<file path="src/hdl/sft_pkg.sv">
package sft_pkg;
    localparam int CLK_PERIOD_PS = 8000;
    localparam int TICK_FAST_NS = 1500;
    localparam int TICK_SLOW_NS = 3000;
    localparam logic [8:0] TICK_FAST_CYC =
        9'(TICK_FAST_NS * 1000 / CLK_PERIOD_PS);
    localparam logic [8:0] TICK_SLOW_CYC =
        9'(TICK_SLOW_NS * 1000 / CLK_PERIOD_PS);

    localparam int DATA_W = 12;
    localparam int NIB_W = 4;
    localparam int NUM_SLOTS = 9;
    localparam int FIFO_DEPTH = 8;

    localparam logic [5:0] LOW_STD_TICKS = 6'h05;
    localparam logic [5:0] LOW_SHORT_TICKS = 6'h03;
    localparam logic [5:0] CAL_TICKS = 6'h38;
    localparam logic [5:0] NIB_BASE_TICKS = 6'h0C;

    localparam logic [3:0] PULSES_STD = 4'h6;
    localparam logic [3:0] PULSES_SEC = 4'h9;

    localparam int SLOT_STATUS = 1;
    localparam int SLOT_DATA = 2;
    localparam int SLOT_STD_CRC = 5;
    localparam int SLOT_RC = 5;
    localparam int SLOT_INV = 7;
    localparam int SLOT_SEC_CRC = 8;

    localparam int ST_ERR_BIT = 0;
    localparam int ST_RSVD_BIT = 1;
    localparam int ST_SSM_DATA_BIT = 2;
    localparam int ST_SSM_START_BIT = 3;

    localparam logic [5:0] SSM_LAST = 6'h3F;

    localparam logic [11:0] ERR_CODE = 12'hFFB;
    localparam logic [11:0] DATA_MIN = 12'h001;
    localparam logic [11:0] DATA_MAX = 12'hFF8;

    localparam logic [3:0] CRC_SEED = 4'h5;
    localparam logic [3:0] CRC_PAD = 4'h0;
    localparam logic [15:0][3:0] CRC_TABLE = {
        4'h5, 4'h8, 4'h2, 4'hF, 4'hB, 4'h6, 4'hC, 4'h1,
        4'h4, 4'h9, 4'h3, 4'hE, 4'hA, 4'h7, 4'hD, 4'h0
    };

    typedef enum logic [1:0] {ST_IDLE, ST_LOW, ST_HIGH} sft_state_e;
    typedef logic [NUM_SLOTS-1:0][NIB_W-1:0] sft_slots_t;

    function automatic logic [3:0] crcStep(input logic [3:0] state,
                                           input logic [3:0] nib);
        crcStep = CRC_TABLE[state] ^ nib;
    endfunction : crcStep
endpackage : sft_pkg

</file>
<file path="src/hdl/sft_transmitter.sv">
// Notes on behaviour
// - The low phase of every pulse lasts either 5 or 3 ticks as configured.
// - A standard frame is status, three data nibbles, then the checksum.
// - A secure frame is status, three data, two counter, inverted, checksum.
// - With the slow message on, one message bit goes out per frame.
// - A chip error sets the status error bit and may also replace the data.
// - With in-data errors on, 4091 marks an error and data is held to 1..4088.
// - The tick lasts either 1.5 or 3.0 microseconds.
// - Status bit 0 flags error, self-test failure or reset; bit 1 is zero.
// - Status bit 2 is the message data bit and bit 3 its start mark.
// - The checksum covers the nibbles after status, never the status itself.
// - The checksum uses x4+x3+x2+1, starts at 0101, and its remainder is sent.
// - One further checksum step with a zero nibble ends the calculation.
// - Each step maps the state through the fixed table and XORs the nibble.
`timescale 1ns/1ps
module sft_transmitter
    import sft_pkg::*;
(
    input wire logic clk,
    input wire logic reset_n,
    input wire logic clkEn,
    input wire logic lowTimeShort,
    input wire logic secureMode,
    input wire logic serialMsgEn,
    input wire logic errInDataEn,
    input wire logic tickSlow,
    input wire logic chipError,
    input wire logic selfTestFail,
    input wire logic [11:0] angleData,
    input wire logic angleValid,
    output logic angleReady,
    input wire logic [15:0] serialAngleBase,
    input wire logic [15:0] serialTemp,
    input wire logic [31:0] customerId,
    output logic sentOut,
    output logic frameDone,
    output logic [7:0] rollCount
);
    sft_state_e stateQ, stateD;
    logic [8:0] divQ, divD, tickCycQ, tickCycD;
    logic [5:0] tickQ, tickD, lowQ, lowD, ssmIdxQ, ssmIdxD;
    logic [3:0] idxQ, idxD, pulsesQ, pulsesD;
    sft_slots_t nibQ, nibD, build;
    logic [3:0] buildPulses;
    logic [7:0] rollQ, rollD, rollUse;
    logic secQ, secD, resetFlagQ, resetFlagD;
    logic outQ, outD, doneQ, doneD;
    logic [11:0] fifoData, angle;
    logic fifoValid, load, tickEnd, errAny;
    logic [5:0] pulseLen;
    logic [63:0] msg;

    sft_fifo #(
        .WIDTH(DATA_W),
        .DEPTH(FIFO_DEPTH)
    ) i_sft_fifo (
        .clk(clk),
        .reset_n(reset_n),
        .clkEn(clkEn),
        .inData(angleData),
        .inValid(angleValid),
        .inReady(angleReady),
        .outData(fifoData),
        .outValid(fifoValid),
        .outReady(load)
    );

    function automatic logic [3:0] crcFrame(input sft_slots_t s,
                                            input logic [3:0] crcSlot);
        logic [3:0] crc;
        crc = CRC_SEED;
        for (int i = SLOT_DATA; i < NUM_SLOTS - 1; i++) begin
            if (4'(i) < crcSlot) begin
                crc = crcStep(crc, s[i]);
            end
        end
        crcFrame = crcStep(crc, CRC_PAD);
    endfunction : crcFrame

    // Frame contents from the current inputs
    always_comb begin
        errAny = chipError | selfTestFail;
        rollUse = rollQ;
        if (stateQ == ST_HIGH && secQ) begin
            rollUse = rollQ + 8'h01;
        end
        angle = fifoData;
        if (errInDataEn) begin
            if (errAny) begin
                angle = ERR_CODE;
            end else if (fifoData < DATA_MIN) begin
                angle = DATA_MIN;
            end else if (fifoData > DATA_MAX) begin
                angle = DATA_MAX;
            end
        end
        msg = {customerId, serialTemp, serialAngleBase};
        build = '0;
        build[SLOT_STATUS][ST_ERR_BIT] = errAny | resetFlagQ;
        build[SLOT_STATUS][ST_RSVD_BIT] = 1'b0;
        if (serialMsgEn) begin
            build[SLOT_STATUS][ST_SSM_DATA_BIT] = msg[ssmIdxQ];
            build[SLOT_STATUS][ST_SSM_START_BIT] = ssmIdxQ == '0;
        end
        build[SLOT_DATA] = angle[11:8];
        build[SLOT_DATA+1] = angle[7:4];
        build[SLOT_DATA+2] = angle[3:0];
        if (secureMode) begin
            build[SLOT_RC] = rollUse[7:4];
            build[SLOT_RC+1] = rollUse[3:0];
            build[SLOT_INV] = ~angle[11:8];
            build[SLOT_SEC_CRC] = crcFrame(build, 4'(SLOT_SEC_CRC));
            buildPulses = PULSES_SEC;
        end else begin
            build[SLOT_STD_CRC] = crcFrame(build, 4'(SLOT_STD_CRC));
            buildPulses = PULSES_STD;
        end
    end

    // Pulse length of the current slot
    always_comb begin
        if (idxQ == '0) begin
            pulseLen = CAL_TICKS;
        end else begin
            pulseLen = NIB_BASE_TICKS + {2'h0, nibQ[idxQ]};
        end
        tickEnd = divQ == tickCycQ - 9'h001;
    end

    // Pulse sequencer
    always_comb begin
        stateD = stateQ;
        divD = divQ;
        tickD = tickQ;
        idxD = idxQ;
        nibD = nibQ;
        pulsesD = pulsesQ;
        lowD = lowQ;
        tickCycD = tickCycQ;
        secD = secQ;
        rollD = rollQ;
        ssmIdxD = ssmIdxQ;
        resetFlagD = resetFlagQ;
        outD = outQ;
        doneD = 1'b0;
        load = 1'b0;
        unique case (stateQ)
            ST_IDLE: begin
                outD = 1'b1;
                load = fifoValid;
            end
            ST_LOW: begin
                divD = tickEnd ? 9'h000 : divQ + 9'h001;
                if (tickEnd) begin
                    tickD = tickQ + 6'h01;
                    if (tickQ + 6'h01 == lowQ) begin
                        stateD = ST_HIGH;
                        outD = 1'b1;
                    end
                end
            end
            ST_HIGH: begin
                divD = tickEnd ? 9'h000 : divQ + 9'h001;
                if (tickEnd) begin
                    tickD = tickQ + 6'h01;
                    if (tickQ + 6'h01 == pulseLen) begin
                        if (idxQ == pulsesQ - 4'h1) begin
                            doneD = 1'b1;
                            if (secQ) begin
                                rollD = rollQ + 8'h01;
                            end
                            if (!serialMsgEn) begin
                                ssmIdxD = '0;
                            end else if (ssmIdxQ == SSM_LAST) begin
                                ssmIdxD = '0;
                            end else begin
                                ssmIdxD = ssmIdxQ + 6'h01;
                            end
                            stateD = ST_IDLE;
                            outD = 1'b1;
                            load = fifoValid;
                        end else begin
                            idxD = idxQ + 4'h1;
                            tickD = '0;
                            stateD = ST_LOW;
                            outD = 1'b0;
                        end
                    end
                end
            end
        endcase
        if (load) begin
            nibD = build;
            pulsesD = buildPulses;
            secD = secureMode;
            resetFlagD = 1'b0;
            lowD = lowTimeShort ? LOW_SHORT_TICKS : LOW_STD_TICKS;
            tickCycD = tickSlow ? TICK_SLOW_CYC : TICK_FAST_CYC;
            stateD = ST_LOW;
            divD = '0;
            tickD = '0;
            idxD = '0;
            outD = 1'b0;
        end
    end

    always_ff @(posedge clk or negedge reset_n) begin
        if (!reset_n) begin
            stateQ <= ST_IDLE;
            divQ <= '0;
            tickQ <= '0;
            idxQ <= '0;
            nibQ <= '0;
            pulsesQ <= PULSES_STD;
            lowQ <= LOW_STD_TICKS;
            tickCycQ <= TICK_FAST_CYC;
            secQ <= 1'b0;
            rollQ <= '0;
            ssmIdxQ <= '0;
            resetFlagQ <= 1'b1;
            outQ <= 1'b1;
            doneQ <= 1'b0;
        end else if (clkEn) begin
            stateQ <= stateD;
            divQ <= divD;
            tickQ <= tickD;
            idxQ <= idxD;
            nibQ <= nibD;
            pulsesQ <= pulsesD;
            lowQ <= lowD;
            tickCycQ <= tickCycD;
            secQ <= secD;
            rollQ <= rollD;
            ssmIdxQ <= ssmIdxD;
            resetFlagQ <= resetFlagD;
            outQ <= outD;
            doneQ <= doneD;
        end
    end

    assign sentOut = outQ;
    assign frameDone = doneQ;
    assign rollCount = rollQ;

    // Checking helpers
    logic [10:0] lowRunQ;
    logic [3:0] risesQ;
    logic firstCyc;

    always_ff @(posedge clk or negedge reset_n) begin
        if (!reset_n) begin
            lowRunQ <= '0;
            risesQ <= '0;
        end else if (clkEn) begin
            lowRunQ <= outQ ? 11'h000 : lowRunQ + 11'h001;
            if (doneQ) begin
                risesQ <= '0;
            end else if (!outQ && outD) begin
                risesQ <= risesQ + 4'h1;
            end
        end
    end

    assign firstCyc = stateQ == ST_LOW && idxQ == '0 && tickQ == '0 &&
                      divQ == '0;
endmodule : sft_transmitter

</file>
<file path="src/hdl/sft_fifo.sv">
`timescale 1ns/1ps
module sft_fifo
    import sft_pkg::*;
#(
    parameter int WIDTH = 12,
    parameter int DEPTH = 8
) (
    input wire logic clk,
    input wire logic reset_n,
    input wire logic clkEn,
    input wire logic [WIDTH-1:0] inData,
    input wire logic inValid,
    output logic inReady,
    output logic [WIDTH-1:0] outData,
    output logic outValid,
    input wire logic outReady
);
    localparam int PW = $clog2(DEPTH);
    localparam logic [PW:0] FULL = (PW+1)'(DEPTH);

    logic [DEPTH-1:0][WIDTH-1:0] memQ, memD;
    logic [PW-1:0] wrQ, wrD, rdQ, rdD;
    logic [PW:0] cntQ, cntD;
    logic inReadyQ, inReadyD, outValidQ, outValidD;
    logic push, pop;

    // Push and pop only through registered flags
    always_comb begin
        push = inValid && inReadyQ;
        pop = outReady && outValidQ;
        memD = memQ;
        wrD = wrQ;
        rdD = rdQ;
        cntD = cntQ;
        if (push) begin
            memD[wrQ] = inData;
            wrD = wrQ + 1'b1;
        end
        if (pop) begin
            rdD = rdQ + 1'b1;
        end
        if (push && !pop) begin
            cntD = cntQ + 1'b1;
        end else if (pop && !push) begin
            cntD = cntQ - 1'b1;
        end
        inReadyD = cntD != FULL;
        outValidD = cntD != '0;
    end

    always_ff @(posedge clk or negedge reset_n) begin
        if (!reset_n) begin
            memQ <= '0;
            wrQ <= '0;
            rdQ <= '0;
            cntQ <= '0;
            inReadyQ <= 1'b0;
            outValidQ <= 1'b0;
        end else if (clkEn) begin
            memQ <= memD;
            wrQ <= wrD;
            rdQ <= rdD;
            cntQ <= cntD;
            inReadyQ <= inReadyD;
            outValidQ <= outValidD;
        end
    end

    assign inReady = inReadyQ;
    assign outValid = outValidQ;
    assign outData = memQ[rdQ];
endmodule : sft_fifo

</file>
<file path="config.mk">
export PLATFORM = sky130hd
export DESIGN_NAME = sft_transmitter
export DESIGN_NICKNAME = d
export VERILOG_FILES = /design/src/hdl/sft_pkg.sv /design/src/hdl/sft_transmitter.sv /design/src/hdl/sft_fifo.sv
export SDC_FILE = /design/constraint.sdc
export NUM_CORES = 1
export LEC_CHECK = 0
export ABC_AREA = 1
export BUFFER_PORTS_ARGS = -buffer_cell sky130_fd_sc_hd__buf_2
export CORE_AREA = 2 2 181 183
export DETAILED_ROUTE_END_ITERATION = 10
export DIE_AREA = 0 0 183 185
export HOLD_SLACK_MARGIN = 0.02
export PLACE_DENSITY = 0.54
export SYNTH_ARGS = -nofsm -noshare
export SYNTH_HDL_FRONTEND = slang
export SYNTH_SLANG_ARGS = --single-unit
</file>
<file path="constraint.sdc">
create_clock -name clk -period 3.8 [get_ports clk]
set_clock_uncertainty 0.15 [all_clocks]
set_input_delay 0.19 -clock clk [delete_from_list [all_inputs] [get_ports clk]]
set_output_delay 0.19 -clock clk [all_outputs]
set_load 0.03 [all_outputs]
</file>
Word-level counts from Yosys, hierarchy flattened
Memory sizes are Yosys's and may differ from the RTL's.
Cells that the tools add are included.
{"block": "totals", "inputBits": 87, "romBits": 576, "ram_bits": 0, "out_inout_bits": 11, "register_bits": 197, "latchBits": 0, "mem_count": 9}
{"name": "(no name shown)", "words": 16, "width": 4, "read_ports": 1, "rd_clocked_by_memory_dff": 0, "write_ports": 0, "line_no": "sft_pkg.sv:53", "source": "crcStep = CRC_TABLE[state] ^ nib;"}
{"name": "(no name shown)", "words": 16, "width": 4, "read_ports": 1, "rd_clocked_by_memory_dff": 0, "write_ports": 0, "line_no": "sft_pkg.sv:53"}
{"name": "(no name shown)", "words": 16, "width": 4, "read_ports": 1, "rd_clocked_by_memory_dff": 0, "write_ports": 0, "line_no": "sft_pkg.sv:53"}
{"name": "(no name shown)", "words": 16, "width": 4, "read_ports": 1, "rd_clocked_by_memory_dff": 0, "write_ports": 0, "line_no": "sft_pkg.sv:53"}
{"name": "(no name shown)", "words": 16, "width": 4, "read_ports": 1, "rd_clocked_by_memory_dff": 0, "write_ports": 0, "line_no": "sft_pkg.sv:53"}
{"name": "(no name shown)", "words": 16, "width": 4, "read_ports": 1, "rd_clocked_by_memory_dff": 0, "write_ports": 0, "line_no": "sft_pkg.sv:53"}
{"name": "3 more memories"}
{"block": "op_classes", "shifts": 0, "div": 0, "add_sub_neg": 12, "n_mux": 78, "eq_ne": 13, "n_bitwise": 11, "mul": 0, "order_cmp": 16, "n_reduce_logical": 28}
{"cell": "two-way mux 4 bit", "n": 28}
{"cell": "bitwise mux 96 bit", "n": 1}
{"cell": "two-way mux 12 bit", "n": 7}
{"cell": "less-than comparator 4 x 5 -> 1 bit (second input constant)", "n": 10}
{"cell": "two-way mux 6 bit", "n": 8}
{"cell": "binary-select mux 12 bit (select 3 bit)", "n": 1}
{"cell": "demux 12 bit (select 3 bit)", "n": 1}
{"cell": "two-way mux 9 bit", "n": 4}
{"cell": "XOR 4 bit", "n": 7}
{"cell": "binary-select mux 4 bit (select 4 bit)", "n": 1}
{"cell": "AND reduction 5 bit", "n": 3}
{"cell": "two-way mux 1 bit", "n": 14}
{"cell": "adder 6 x 1 -> 6 bit (second input constant)", "n": 2}
{"cell": "equality test 6 bit", "n": 2}
{"cell": "> comparator 12 bit (second input constant)", "n": 1}
{"cell": "less-than comparator 12 x 1 -> 1 bit (second input constant)", "n": 1}
{"cell": "two-way mux 2 bit", "n": 6}
{"cell": "case mux 6 bit (2 select lines)", "n": 1}
{"cell": "AND reduction 6 bit", "n": 2}
{"cell": "adder 9 x 1 -> 9 bit (second input constant)", "n": 1}
{"cell": "equality test 9 bit", "n": 1}
{"cell": "inequality test 3 x 2 -> 1 bit (second input constant)", "n": 3}
{"cell": "subtractor 9 x 1 -> 9 bit (second input constant)", "n": 1}
{"cell": "adder 4 x 1 -> 4 bit (second input constant)", "n": 2}
{"cell": "other kinds (34)", "n": 50}

Logic depth before layout (Yosys ltp)
Gate-level depths: netlist (run 1).
{"block": "depth", "depth_word": 32, "depth_mapped": 36, "ltp_nobuf": 34}

Hierarchy
Synthesis (run 1) repeated with hierarchy kept, for this count alone.
{"block": "unflattened", "hier_cells": 1513, "area_unflattened_um2": 10908.0}
{"mod": "sft_transmitter", "n_inst": 1, "cells_each": 909, "area_per_inst_um2": 5926.9, "seq_area_each_um2": 1883.1}
{"mod": "sft_fifo", "n_inst": 1, "cells_each": 604, "area_per_inst_um2": 4981.0, "seq_area_each_um2": 2702.6}

Worst setup path after synthesis (run 1)
No wires, ideal clock.
{"block": "synth_path", "path_kind": "reg2reg", "from": "register idxQ[0]", "to": "register nibQ[21] (netlist name)", "arrival_ns": 3.173, "path_slack_ns": 0.390, "path_stages_with_launch": 24, "t_required_ns": 3.563, "setup_ns": 0.087, "cell_sequence": "dfrtp_1 inv_1 clkbuf_1 a21oi_1 o21ai_0 a21boi_0 a221oi_1 ha_1 nand2_1 nand2_1 nor2_1 nand3_1 o41ai_1 nand4_1 nor2_1 nand3_1 nand2_1 nand2_1 buf_2 nor2_1 buf_2 nand2_1 buf_2 o211ai_1"}
{"block": "synth_between", "elab_chain_len": 9}
{"item": "start, declared", "line_no": "sft_transmitter.sv:42", "source": "logic [3:0] idxQ, idxD, pulsesQ, pulsesD;"}
{"item": "start signal, assigned", "line_no": "sft_transmitter.sv:227", "source": "idxQ <= idxD;"}
{"item": "binary-select mux 4 bit (select 4 bit)", "line_no": "sft_transmitter.sv:125", "source": "pulseLen = NIB_BASE_TICKS + {2'h0, nibQ[idxQ]};"}
{"item": "two-way mux 4 bit (not written as such)", "line_no": "sft_transmitter.sv:125"}
{"item": "adder 4 x 4 -> 5 bit", "line_no": "sft_transmitter.sv:125"}
{"item": "two-way mux 6 bit", "line_no": "sft_transmitter.sv:122", "source": "if (idxQ == '0) begin"}
{"item": "equality test 6 bit", "line_no": "sft_transmitter.sv:166", "source": "if (tickQ + 6'h01 == pulseLen) begin"}
{"item": "two-way mux 1 bit *", "line_no": "sft_transmitter.sv:166"}
{"item": "two-way mux 1 bit *", "line_no": "sft_transmitter.sv:164", "source": "if (tickEnd) begin"}
{"item": "case mux 1 bit (2 select lines) *", "line_no": "sft_transmitter.sv:147", "source": "unique case (stateQ)"}
{"item": "AND reduction 2 bit (no source line) *"}
{"item": "end signal, assigned", "line_no": "sft_transmitter.sv:228", "source": "nibQ <= nibD;"}
{"item": "end, declared", "line_no": "sft_transmitter.sv:43", "source": "sft_slots_t nibQ, nibD, build;"}
Mark *: on every way between the ends. The rest lies on a longest branch, timed or not. The select of a mux whose other input is x is not followed.
A chain may end at the register's enable or synchronous reset.

Worst setup path in the final report (run 1)
{"block": "layout_path", "from": "register i_sft_fifo.rdQ[0]", "to": "register nibQ[32] (netlist name)"}
{"block": "layout_between", "elab_chain_len": 32}
{"item": "start, declared", "line_no": "sft_fifo.sv:22", "source": "logic [PW-1:0] wrQ, wrD, rdQ, rdD;"}
{"item": "start signal, assigned", "line_no": "sft_fifo.sv:62", "source": "rdQ <= rdD;"}
{"item": "binary-select mux 12 bit (select 3 bit) *", "line_no": "sft_fifo.sv:71", "source": "assign outData = memQ[rdQ];"}
{"item": "two-way mux 12 bit (not written as such) *", "line_no": "sft_fifo.sv:71"}
{"item": "> comparator 12 bit", "line_no": "sft_transmitter.sv:93", "source": "end else if (fifoData > DATA_MAX) begin"}
{"item": "two-way mux 12 bit", "line_no": "sft_transmitter.sv:93"}
{"item": "two-way mux 12 bit", "line_no": "sft_transmitter.sv:91", "source": "end else if (fifoData < DATA_MIN) begin"}
{"item": "two-way mux 12 bit", "line_no": "sft_transmitter.sv:89", "source": "if (errAny) begin"}
{"item": "two-way mux 12 bit *", "line_no": "sft_transmitter.sv:88", "source": "if (errInDataEn) begin"}
{"item": "inverter 2 bit (no source line)"}
{"item": "(+16 left out)"}
{"item": "two-way mux 4 bit", "line_no": "sft_transmitter.sv:108", "source": "if (secureMode) begin"}
{"item": "memory (16 x 4 bit)"}
{"item": "two-way mux 4 bit (not written as such)", "line_no": "sft_pkg.sv:53"}
{"item": "XOR 4 bit *", "line_no": "sft_pkg.sv:53"}
{"item": "two-way mux 4 bit *", "line_no": "sft_transmitter.sv:108"}
{"item": "memory (16 x 4 bit) *"}
{"item": "two-way mux 4 bit (not written as such) *", "line_no": "sft_pkg.sv:53"}
{"item": "two-way mux 12 bit *", "line_no": "sft_transmitter.sv:108"}
Marks and branches as above.

==> results of run 1 <==
power by group:
group,internal (W),switching (W)
sequential,0.00250,0.000278
clock,0.00106,0.000826
combinational,0.00241,0.00395
total,0.00596,0.00506
cells in the mapped netlist (all sizes together), types with 17 or more instances:
cell,n,area (sq um)
nand2,486,1930
ha,18,225
nor2,119,469
clkbuf,37,139
nand3,142,741
o21ai,208,1060
inv,197,742
o22ai,18,113
nand4,17,106
a21oi,28,140
buf,22,169
dfrtp,178,4450
final cells by class:
| class | instances | area (sq um) | share of cell area, % |
|---|---|---|---|
| multi-input cells | 1116 | 6410 | 44.4 |
| repair buffers | 200 | 1550 | 10.7 |
| clock buffers | 18 | 439 | 3.04 |
| inverters | 198 | 766 | 5.31 |
| flip-flops and latches | 183 | 4590 | 31.8 |
| clock inverters | 14 | 170 | 1.18 |
| well taps | 408 | 510 | 3.54 |
layer usage:
| metal | routed length (microns) | GRT usage, % |
|---|---|---|
| met5 | 0 | 0 |
| met4 | 781 | 6.24 |
| met3 | 837 | 2.93 |
| met2 | 15800 | 30.9 |
| met1 | 14700 | 24.5 |
flip-flops by register name, summed over array words and instances (netlist names), 3 cells and up:
name / flops
i_sft_fifo.memQ: 96
nibQ: 31
divQ: 9
rollCount: 8
ssmIdxQ: 6
tickQ: 6
i_sft_fifo.cntQ: 4
idxQ: 4
i_sft_fifo.rdQ: 3
i_sft_fifo.wrQ: 3
worst max-delay path: cells and delay by family, from the launching register on:
kind | cells | cell delay [ns]
buffers and inverters | 3 | 0.40
DFF | 1 | 0.51
and+or+nand+nor | 27 | 2.72
worst max path at each step:
stage / end
after floorplan: nibQ[21]
after global placement: nibQ[34]
after detailed placement: nibQ[33]
after CTS: nibQ[34]
after global routing: nibQ[32]
final: nibQ[32]
timing repair:
action	CTS	global route
hold endpoints to repair	213	0
gates resized for setup	7	266
setup buffers	5	28
endpoints found under the setup margin	4	73
gates cloned	0	7
hold buffers	18	0
pin swaps	1	99
logic make-up after synthesis:
family          Yosys count  synth area share (%)
xor+xnor                 22                  1.88
fa+ha+maj                18                  2.04
compound gates          289                  14.3
simple gates            787                  30.7
flops                   183                  41.5
buf+inv                 257                  9.54
through the flow:
step | TNS (ns) | hold slack, ns | power (W) | instances
2_1_floorplan | 0 | -0.256 | 0.00601 | 1556
3_3_place_gp | 0 | 0.231 | 0.00677 | 2047
3_5_place_dp | -0.186 | 0.232 | 0.00686 | 2047
4_1_cts | 0 | 0.0962 | 0.00881 | 2102
5_1_grt | -1.43 | 0.149 | 0.0118 | 2137
6_report | -0.312 | 0.110 | 0.0110 | 2137
==> metrics.cfg, run 1 <==
[synth]
synth.distinct_cells=47
postSynthCellCount=1556
netlist_area_sq_um=11000
synth_top_flop_cell=dfrtp_1
ys_ff_latch=183
ys_warn_count=0
async_flop_share_pct=100
synth_edf_count=0
yosysSeqAreaShare_pct=41.5
syn_nets=1661
postSynthAreaPerCell_sq_um=7.09

[global_routing]
grt_max_degree=116
grt_usage_pct=18.5
grt_pass1_wl_microns=50400
antenna_found_initial=0
grt.overflow.total=0
grt_pass1_vias=10047

[timing]
timing.final.max_slew_violations=0
maxSlewHeadroom_pct=34.1
setup_violations=4
post-route-period-util_pct=103
max_freq_ghz=0.256
setup_slack_ns=-0.102
tightest_slew_ns=0.989
rsz0062_at_grt=true
hold_violations=0
min_period_ns=3.90

[critical_path]
critPathLaunchType=register
critPathLaunch=i_sft_fifo.rdQ[0]
worst_path_max_delay_cell=dfrtp_2
timing.rr.end=nibQ[32]
crit_type=register to register
crit_top_cell=nand2_4
reg2reg_from=i_sft_fifo.rdQ[0]
crit_fanout=5
end_kind=register
r2r_slack_ns=-0.10
worst_ep_required_time_ns=3.98
crit_path_max_incr_delay_ns=0.51
rr_worst_depth=30
crit_arrival_ns=4.08

[detailed_routing]
first_pass_iters=5
totalWireLength_microns=32100
postRouteAntennaNets=0
drc_errors=0
drtIter0Drc=615
vias=10644
post_drt_wl_per_cell_microns=15.0
vias_per_cell=4.98

[final_layout]
final_cell_mix=nand2_1, o21ai_0, inv_1, dfrtp_1, nor2_1
final_common_cell=nand2_1
final_layout_size_suffix_gt1_share_pct=26.8
fin_util_pct=45.0
syn2layout_area_growth_pct=30.8
antennaDiodeCount=0
nets=1821
stdcell_area_sq_um=14400
fillers=3226

[outcome]
status=finished, violations left
violations=setup timing

[clock_tree]
cts_tree=built
clock_latency_ns=0.45
path_clk_slew_ns=0.08
clockBufferDepth=2
root_buffer=clkbuf_16
htree_num_levels=4
clock-sinks=183
cts_made_buffers=17

[placed_design]
place_ws_ns=-0.0602
gp_congestion=0.899
hpwl_microns=21300
placed_cell_area_sq_um=12100
port_buffers=97

[hold_path]
hold_depth=5
hold_path_class=input pin to register
min-delay-start=angleValid
min_to=i_sft_fifo.wrQ[1]

[pwr]
vdd_drop_max_uv=755
p_per_area_nw_per_um2=763
leakagePower_nw=7.07

[die]
die_x_microns=183
std_cell_rows=66
ios=98
coreArea_sq_um=32000
initial_core_util_pct=34.5
die_h_microns=185
die-area_sq_um=33900

[run]
max-cap-violations=0

(Power assumes the default switching activity.)
==> run 2, diff against run 1 <==
==> constraint.sdc (replaced) <==
create_clock -name clk -period 4.9 [get_ports clk]
set_clock_uncertainty 0.15 [all_clocks]
set_input_delay 0.245 -clock clk [delete_from_list [all_inputs] [get_ports clk]]
set_output_delay 0.245 -clock clk [all_outputs]
set_load 0.03 [all_outputs]
==> run 2 against run 1 <==
Compared with the run above: count of clock-buffer cells in the layout grew 4; hold slack lost 0.048 ns; the run now ends clean; via count shrank 5.0%; worst setup slack gained 0.73 ns; cell area shrank 12%; sequential power shrank 22%; critical path type unchanged; first-iteration DRC count grew 5.0%.
==> metrics.cfg, run 2 (synthesis results as in run 1) <==
[outcome]
status=finished, final reports clean

[clock_tree]
cts_made_buffers=17
clock-sinks=183
root_buffer=clkbuf_16
htree_num_levels=4
cts_tree=built
path_clk_slew_ns=0.07
clock_latency_ns=0.44
clockBufferDepth=2
cts_setup_buffers=0

[run]
max-cap-violations=0

[die]
die_x_microns=183
die-area_sq_um=33900
std_cell_rows=66
ios=98
coreArea_sq_um=32000
die_h_microns=185
initial_core_util_pct=34.5

[timing]
min_period_ns=4.27
tightest_slew_ns=1.09
max_freq_ghz=0.234
hold_slack_ns=0.0624
setup_tns_ns=0
timing.final.max_slew_violations=0
hold_violations=0
maxSlewHeadroom_pct=27.3
setup_violations=0
rsz0062_at_grt=false
post-route-period-util_pct=87.2

[final_layout]
nets=1755
multiInputGateArea_sq_um=5420
final_layout_size_suffix_gt1_share_pct=13.4
final_cell_mix=nand2_1, o21ai_0, inv_1, dfrtp_1, nand3_1
antennaDiodeCount=0
syn2layout_area_growth_pct=14.9
fillers=3362
top_regs=i_sft_fifo.memQ: 96 flops, nibQ: 31 flops, divQ: 9 flops
seq_area_sq_um=4590
fin_util_pct=39.6
regMostFlops=i_sft_fifo.memQ
final_common_cell=nand2_1
stdcell_count=2071
largest_reg_flops=96

[placed_design]
place_inst=2021
hpwl_microns=20900
gp_congestion=0.868
port_buffers=97

[critical_path]
path_buf_inv=4
cp_cell_sequence=inv_1 -> nand2_1 -> inv_1 -> a22oi_1 -> a21boi_0 -> a221oi_1 -> ha_1 -> nor2_1 -> nor2_1 -> nand3_1 -> o41ai_1 -> nand4_1 -> nor2_1 -> nand3_1 -> nand2_1 -> nand2_1 -> inv_1 -> nor2_1 -> o21ai_0 -> nand2_1 -> inv_1 -> nand2_1 -> a21oi_1 -> a21oi_1
crit_type=register to register
crit_path_max_incr_delay_ns=0.49
crit_arrival_ns=4.48
crit_top_cell=nand2_1
critPathLaunchType=register
crit_fanout=15
end_kind=register
worst_ep_required_time_ns=5.11
worst_path_max_delay_cell=dfrtp_2
crit_family=simple AND/OR/NAND/NOR gates

[detailed_routing]
drc_errors=0
vias=10108
postRouteAntennaNets=0
drtIter0Drc=646
totalWireLength_microns=29900
post_drt_wl_per_cell_microns=14.5
vias_per_cell=4.88
first_pass_iters=5

[pwr]
vdd_drop_max_uv=447
leakagePower_nw=6.30
p_per_area_nw_per_um2=530
power_w=0.00671

[global_routing]
antenna_found_initial=0
grt_pass1_vias=9888
grt.overflow.total=0
grt_pass1_wl_microns=50600
grt_usage_pct=18.6
grt_max_degree=107

[hold_path]
hold_path_class=input pin to register

## run 2: cell count changes in the layout (fill, tap and decap cells not counted), moves of 9 or more
cell,previous run,this run
nor2_1,101,113
buf_4,65,18
nand2_2,62,34
nand3_1,76,136
nand2_1,364,449
nor2_2,12,3
nand2_4,59,3
nand3_2,58,6
## run 2: where the power goes
part	switching, W	leakage (nW)	internal (W)	total [W]
clock	0.000610	0.277	0.000782	0.00139
sequential	0.000212	2.22	0.00194	0.00215
combinational	0.00207	3.81	0.00111	0.00318
total	0.00289	6.30	0.00383	0.00671
## run 2: layer usage
metal	global-route usage (%)	up-vias	wire length, microns
met1	24.4	4719	14100
met2	31.4	145	14300
li1	-	5203	-
met5	0	-	0
met4	6.43	0	816
met3	2.73	41	750
## run 2: per-stage QoR
step	area (sq um)	setup WS, ns
floorplan	11000	1.49
global placement	11900	0.675
detailed placement	11900	0.466
CTS	12700	0.440
global route	12700	0.106
finish	12700	0.629
## run 2: layout make-up
cell class,count,area share [%]
clock inverters,10,0.937
multi-input cells,1116,42.8
inverters,198,5.88
well taps,408,4.03
clock buffers,22,3.66
repair buffers,134,6.54
flip-flops and latches,183,36.2
## run 2: worst min-delay path: stages
cell and delay [ns]:
buf_2 0.10, nor2_4 0.07, inv_1 0.06, o21ai_0 0.06, o21ai_0 0.07
## run 2: path summary, 6_finish.rpt
check	startpoint	endpoint	slack [ns]	depth (start not counted)
hold / removal	chipError	nibQ[4]	0.06	5
min in group asynchronous	reset_n	divQ[2]	0.29	2
setup reg to reg	idxQ[0]	stateQ[1]	0.63	24
max in group asynchronous	reset_n	i_sft_fifo.memQ[53]	3.12	3
hold reg to reg	resetFlagQ	resetFlagQ	0.31	2
setup / recovery	idxQ[0]	stateQ[1]	0.63	24
## run 2: timing repair
item / in CTS / in global routing
gates resized for setup: 0 / 3
endpoints found under the setup margin: 0 / 12
endpoints found under the hold margin: 137 / 0
hold buffers: 18 / 0
==> run 3, diff against run 2 <==
--- a/config.mk
+++ b/config.mk
@@ -11,7 +11,7 @@
 export DETAILED_ROUTE_END_ITERATION = 10
 export DIE_AREA = 0 0 183 185
 export HOLD_SLACK_MARGIN = 0.02
-export PLACE_DENSITY = 0.54
+export PLACE_DENSITY = 0.6
 export SYNTH_ARGS = -nofsm -noshare
 export SYNTH_HDL_FRONTEND = slang
 export SYNTH_SLANG_ARGS = --single-unit
==> run 3 against run 2 <==
Compared with the run above: sequential cell count unchanged; count of clock-buffer cells in the layout down 1; total power up 0.42%; hold slack worse by 0.016 ns; sequential power about the same; routed wire length down 1.3%; non-clock buffer count unchanged; via count up 1.3%; fmax up 2.0%; cell area down 0.17%; global-route usage down 0.70 points; worst setup slack better by 0.083 ns.
==> metrics.cfg, run 3 (synthesis results as in run 1) <==
[final_layout]
nets=1755
syn2layout_area_growth_pct=14.7
regMostFlops=i_sft_fifo.memQ
largest_reg_flops=96
top_regs=i_sft_fifo.memQ: 96 flops, nibQ: 31 flops, divQ: 9 flops
final_common_cell=nand2_1
final_cell_mix=nand2_1, o21ai_0, inv_1, dfrtp_1, nand3_1
fillers=3414
stdcell_count=2072
final_layout_size_suffix_gt1_share_pct=13.3

[pwr]
switching_share_pct=43.6
p_per_area_nw_per_um2=533
clkPwrFrac_pct=20.4
leakagePower_nw=6.30
vdd_drop_max_uv=385
seqPwrFrac_pct=31.8
power_frac_comb_pct=47.8
intPower_w=0.00380
p_sw_w=0.00294

[critical_path]
crit_type=register to register
crit_fanout=15
crit_family=simple AND/OR/NAND/NOR gates
worst_path_max_delay_cell=dfrtp_2
critPathLaunchType=register
crit_path_max_incr_delay_ns=0.49
crit_top_cell=nand2_1
path_buf_inv=4
crit_arrival_ns=4.35
end_kind=register
worst_ep_required_time_ns=5.06
r2r_slack_ns=0.71

[die]
die_h_microns=185
coreArea_sq_um=32000
initial_core_util_pct=34.5
ios=98
die_x_microns=183
die-area_sq_um=33900
std_cell_rows=66

[global_routing]
grt.overflow.total=0
grt_max_degree=115
antenna_found_initial=1
grt_pass1_wl_microns=48900
grt_usage_pct=17.9
grt_pass1_vias=9621

[hold_path]
hold_path_class=input pin to register

[placed_design]
place_inst=2021
hpwl_microns=20600
port_buffers=97
gp_congestion=0.859

[detailed_routing]
drc_errors=0
drtIter0Drc=703
post_drt_wl_per_cell_microns=14.3
postRouteAntennaNets=0
totalWireLength_microns=29500
first_pass_iters=5
vias=10235
vias_per_cell=4.94

[clock_tree]
cts_tree=built
root_buffer=clkbuf_16
clock_latency_ns=0.44
path_clk_slew_ns=0.07
htree_num_levels=4
cts_made_buffers=17
clock-sinks=183
clockBufferDepth=2
cts_setup_buffers=0

[timing]
max_freq_ghz=0.239
timing.final.max_slew_violations=0
min_period_ns=4.19
rsz0062_at_grt=false
maxSlewHeadroom_pct=40.7
tightest_slew_ns=0.882
setup_tns_ns=0
hold_violations=0
post-route-period-util_pct=85.5
setup_violations=0

[run]
max-cap-violations=0

[outcome]
status=finished, final reports clean

-- run 3: through the flow --
stage | utilization, % | total power, W | setup WS (ns) | area (sq um) | hold WS, ns
final | 39.5 | 0.00674 | 0.712 | 12700 | 0.0463
after global routing | 39.5 | 0.00731 | 0.135 | 12700 | 0.103
after CTS | 39.5 | 0.00677 | 0.518 | 12700 | 0.0371
after detailed placement | 37.2 | 0.00534 | 0.523 | 11900 | 0.158
after global placement | 37.2 | 0.00525 | 0.669 | 11900 | 0.150
after floorplan | - | 0.00466 | 1.49 | 11000 | -0.201
-- run 3: final cells by class --
class	count	area, sq um	area share [%]
flip-flops and latches	183	4590	36.2
diodes	1	2.50	0.0198
repair buffers	134	827	6.53
inverters	198	746	5.89
clock inverters	11	126	0.998
multi-input cells	1116	5420	42.8
well taps	408	510	4.03
clock buffers	21	440	3.48
-- run 3: final timing paths --
path | to | from | depth (start not counted)
min reg2reg | resetFlagQ | resetFlagQ | 2
max | stateQ[1] | idxQ[0] | 25
max in group asynchronous | i_sft_fifo.memQ[70] | reset_n | 3
min in group asynchronous | divQ[4] | reset_n | 2
min | nibQ[4] | selfTestFail | 5
max reg2reg | stateQ[1] | idxQ[0] | 25
-- run 3: worst reg2reg max path, stage by stage (launching register included) --
cell and delay [ns]:
dfrtp_2 0.49, inv_1 0.20, nand2_1 0.14, inv_1 0.07
a22oi_1 0.15, a21boi_0 0.11, a221oi_1 0.32, ha_1 0.32
nand2_1 0.07, nand2_1 0.04, nor2_1 0.09, nand3_1 0.07
o41ai_1 0.08, nand4_1 0.21, nor2_1 0.13, nand3_1 0.09
nand2_1 0.07, nand2_1 0.25, inv_1 0.18, nor2_1 0.11
o21ai_0 0.11, nand2_1 0.19, inv_1 0.13, nand2_1 0.11
a21oi_1 0.14, a21oi_1 0.06
-- run 3: power by group through the flow --
stage	Sequential [W]	Combinational, W	Clock (W)
after global placement	0.00216	0.00309	0
final	0.00214	0.00322	0.00138
after floorplan	0.00212	0.00254	0
after global routing	0.00219	0.00366	0.00146
after detailed placement	0.00217	0.00317	0
after CTS	0.00214	0.00322	0.00140
-- run 3: metal layers --
| layer | vias to the layer above | routed length [microns] | part of all wire (%) | global-route usage [%] |
|---|---|---|---|---|
| met2 | 171 | 14100 | 48 | 30.2 |
| met5 | - | 0 | 0 | 0 |
| met4 | 0 | 399 | 1.4 | 4.22 |
| li1 | 5205 | - | - | - |
| met1 | 4831 | 14200 | 48 | 24.4 |
| met3 | 28 | 893 | 3.0 | 2.48 |
-- run 3: repair_timing --
item,in CTS,in global routing
hold buffers,18,0
resized for setup,0,2
setup endpoints to repair,0,8
hold endpoints to repair,100,0
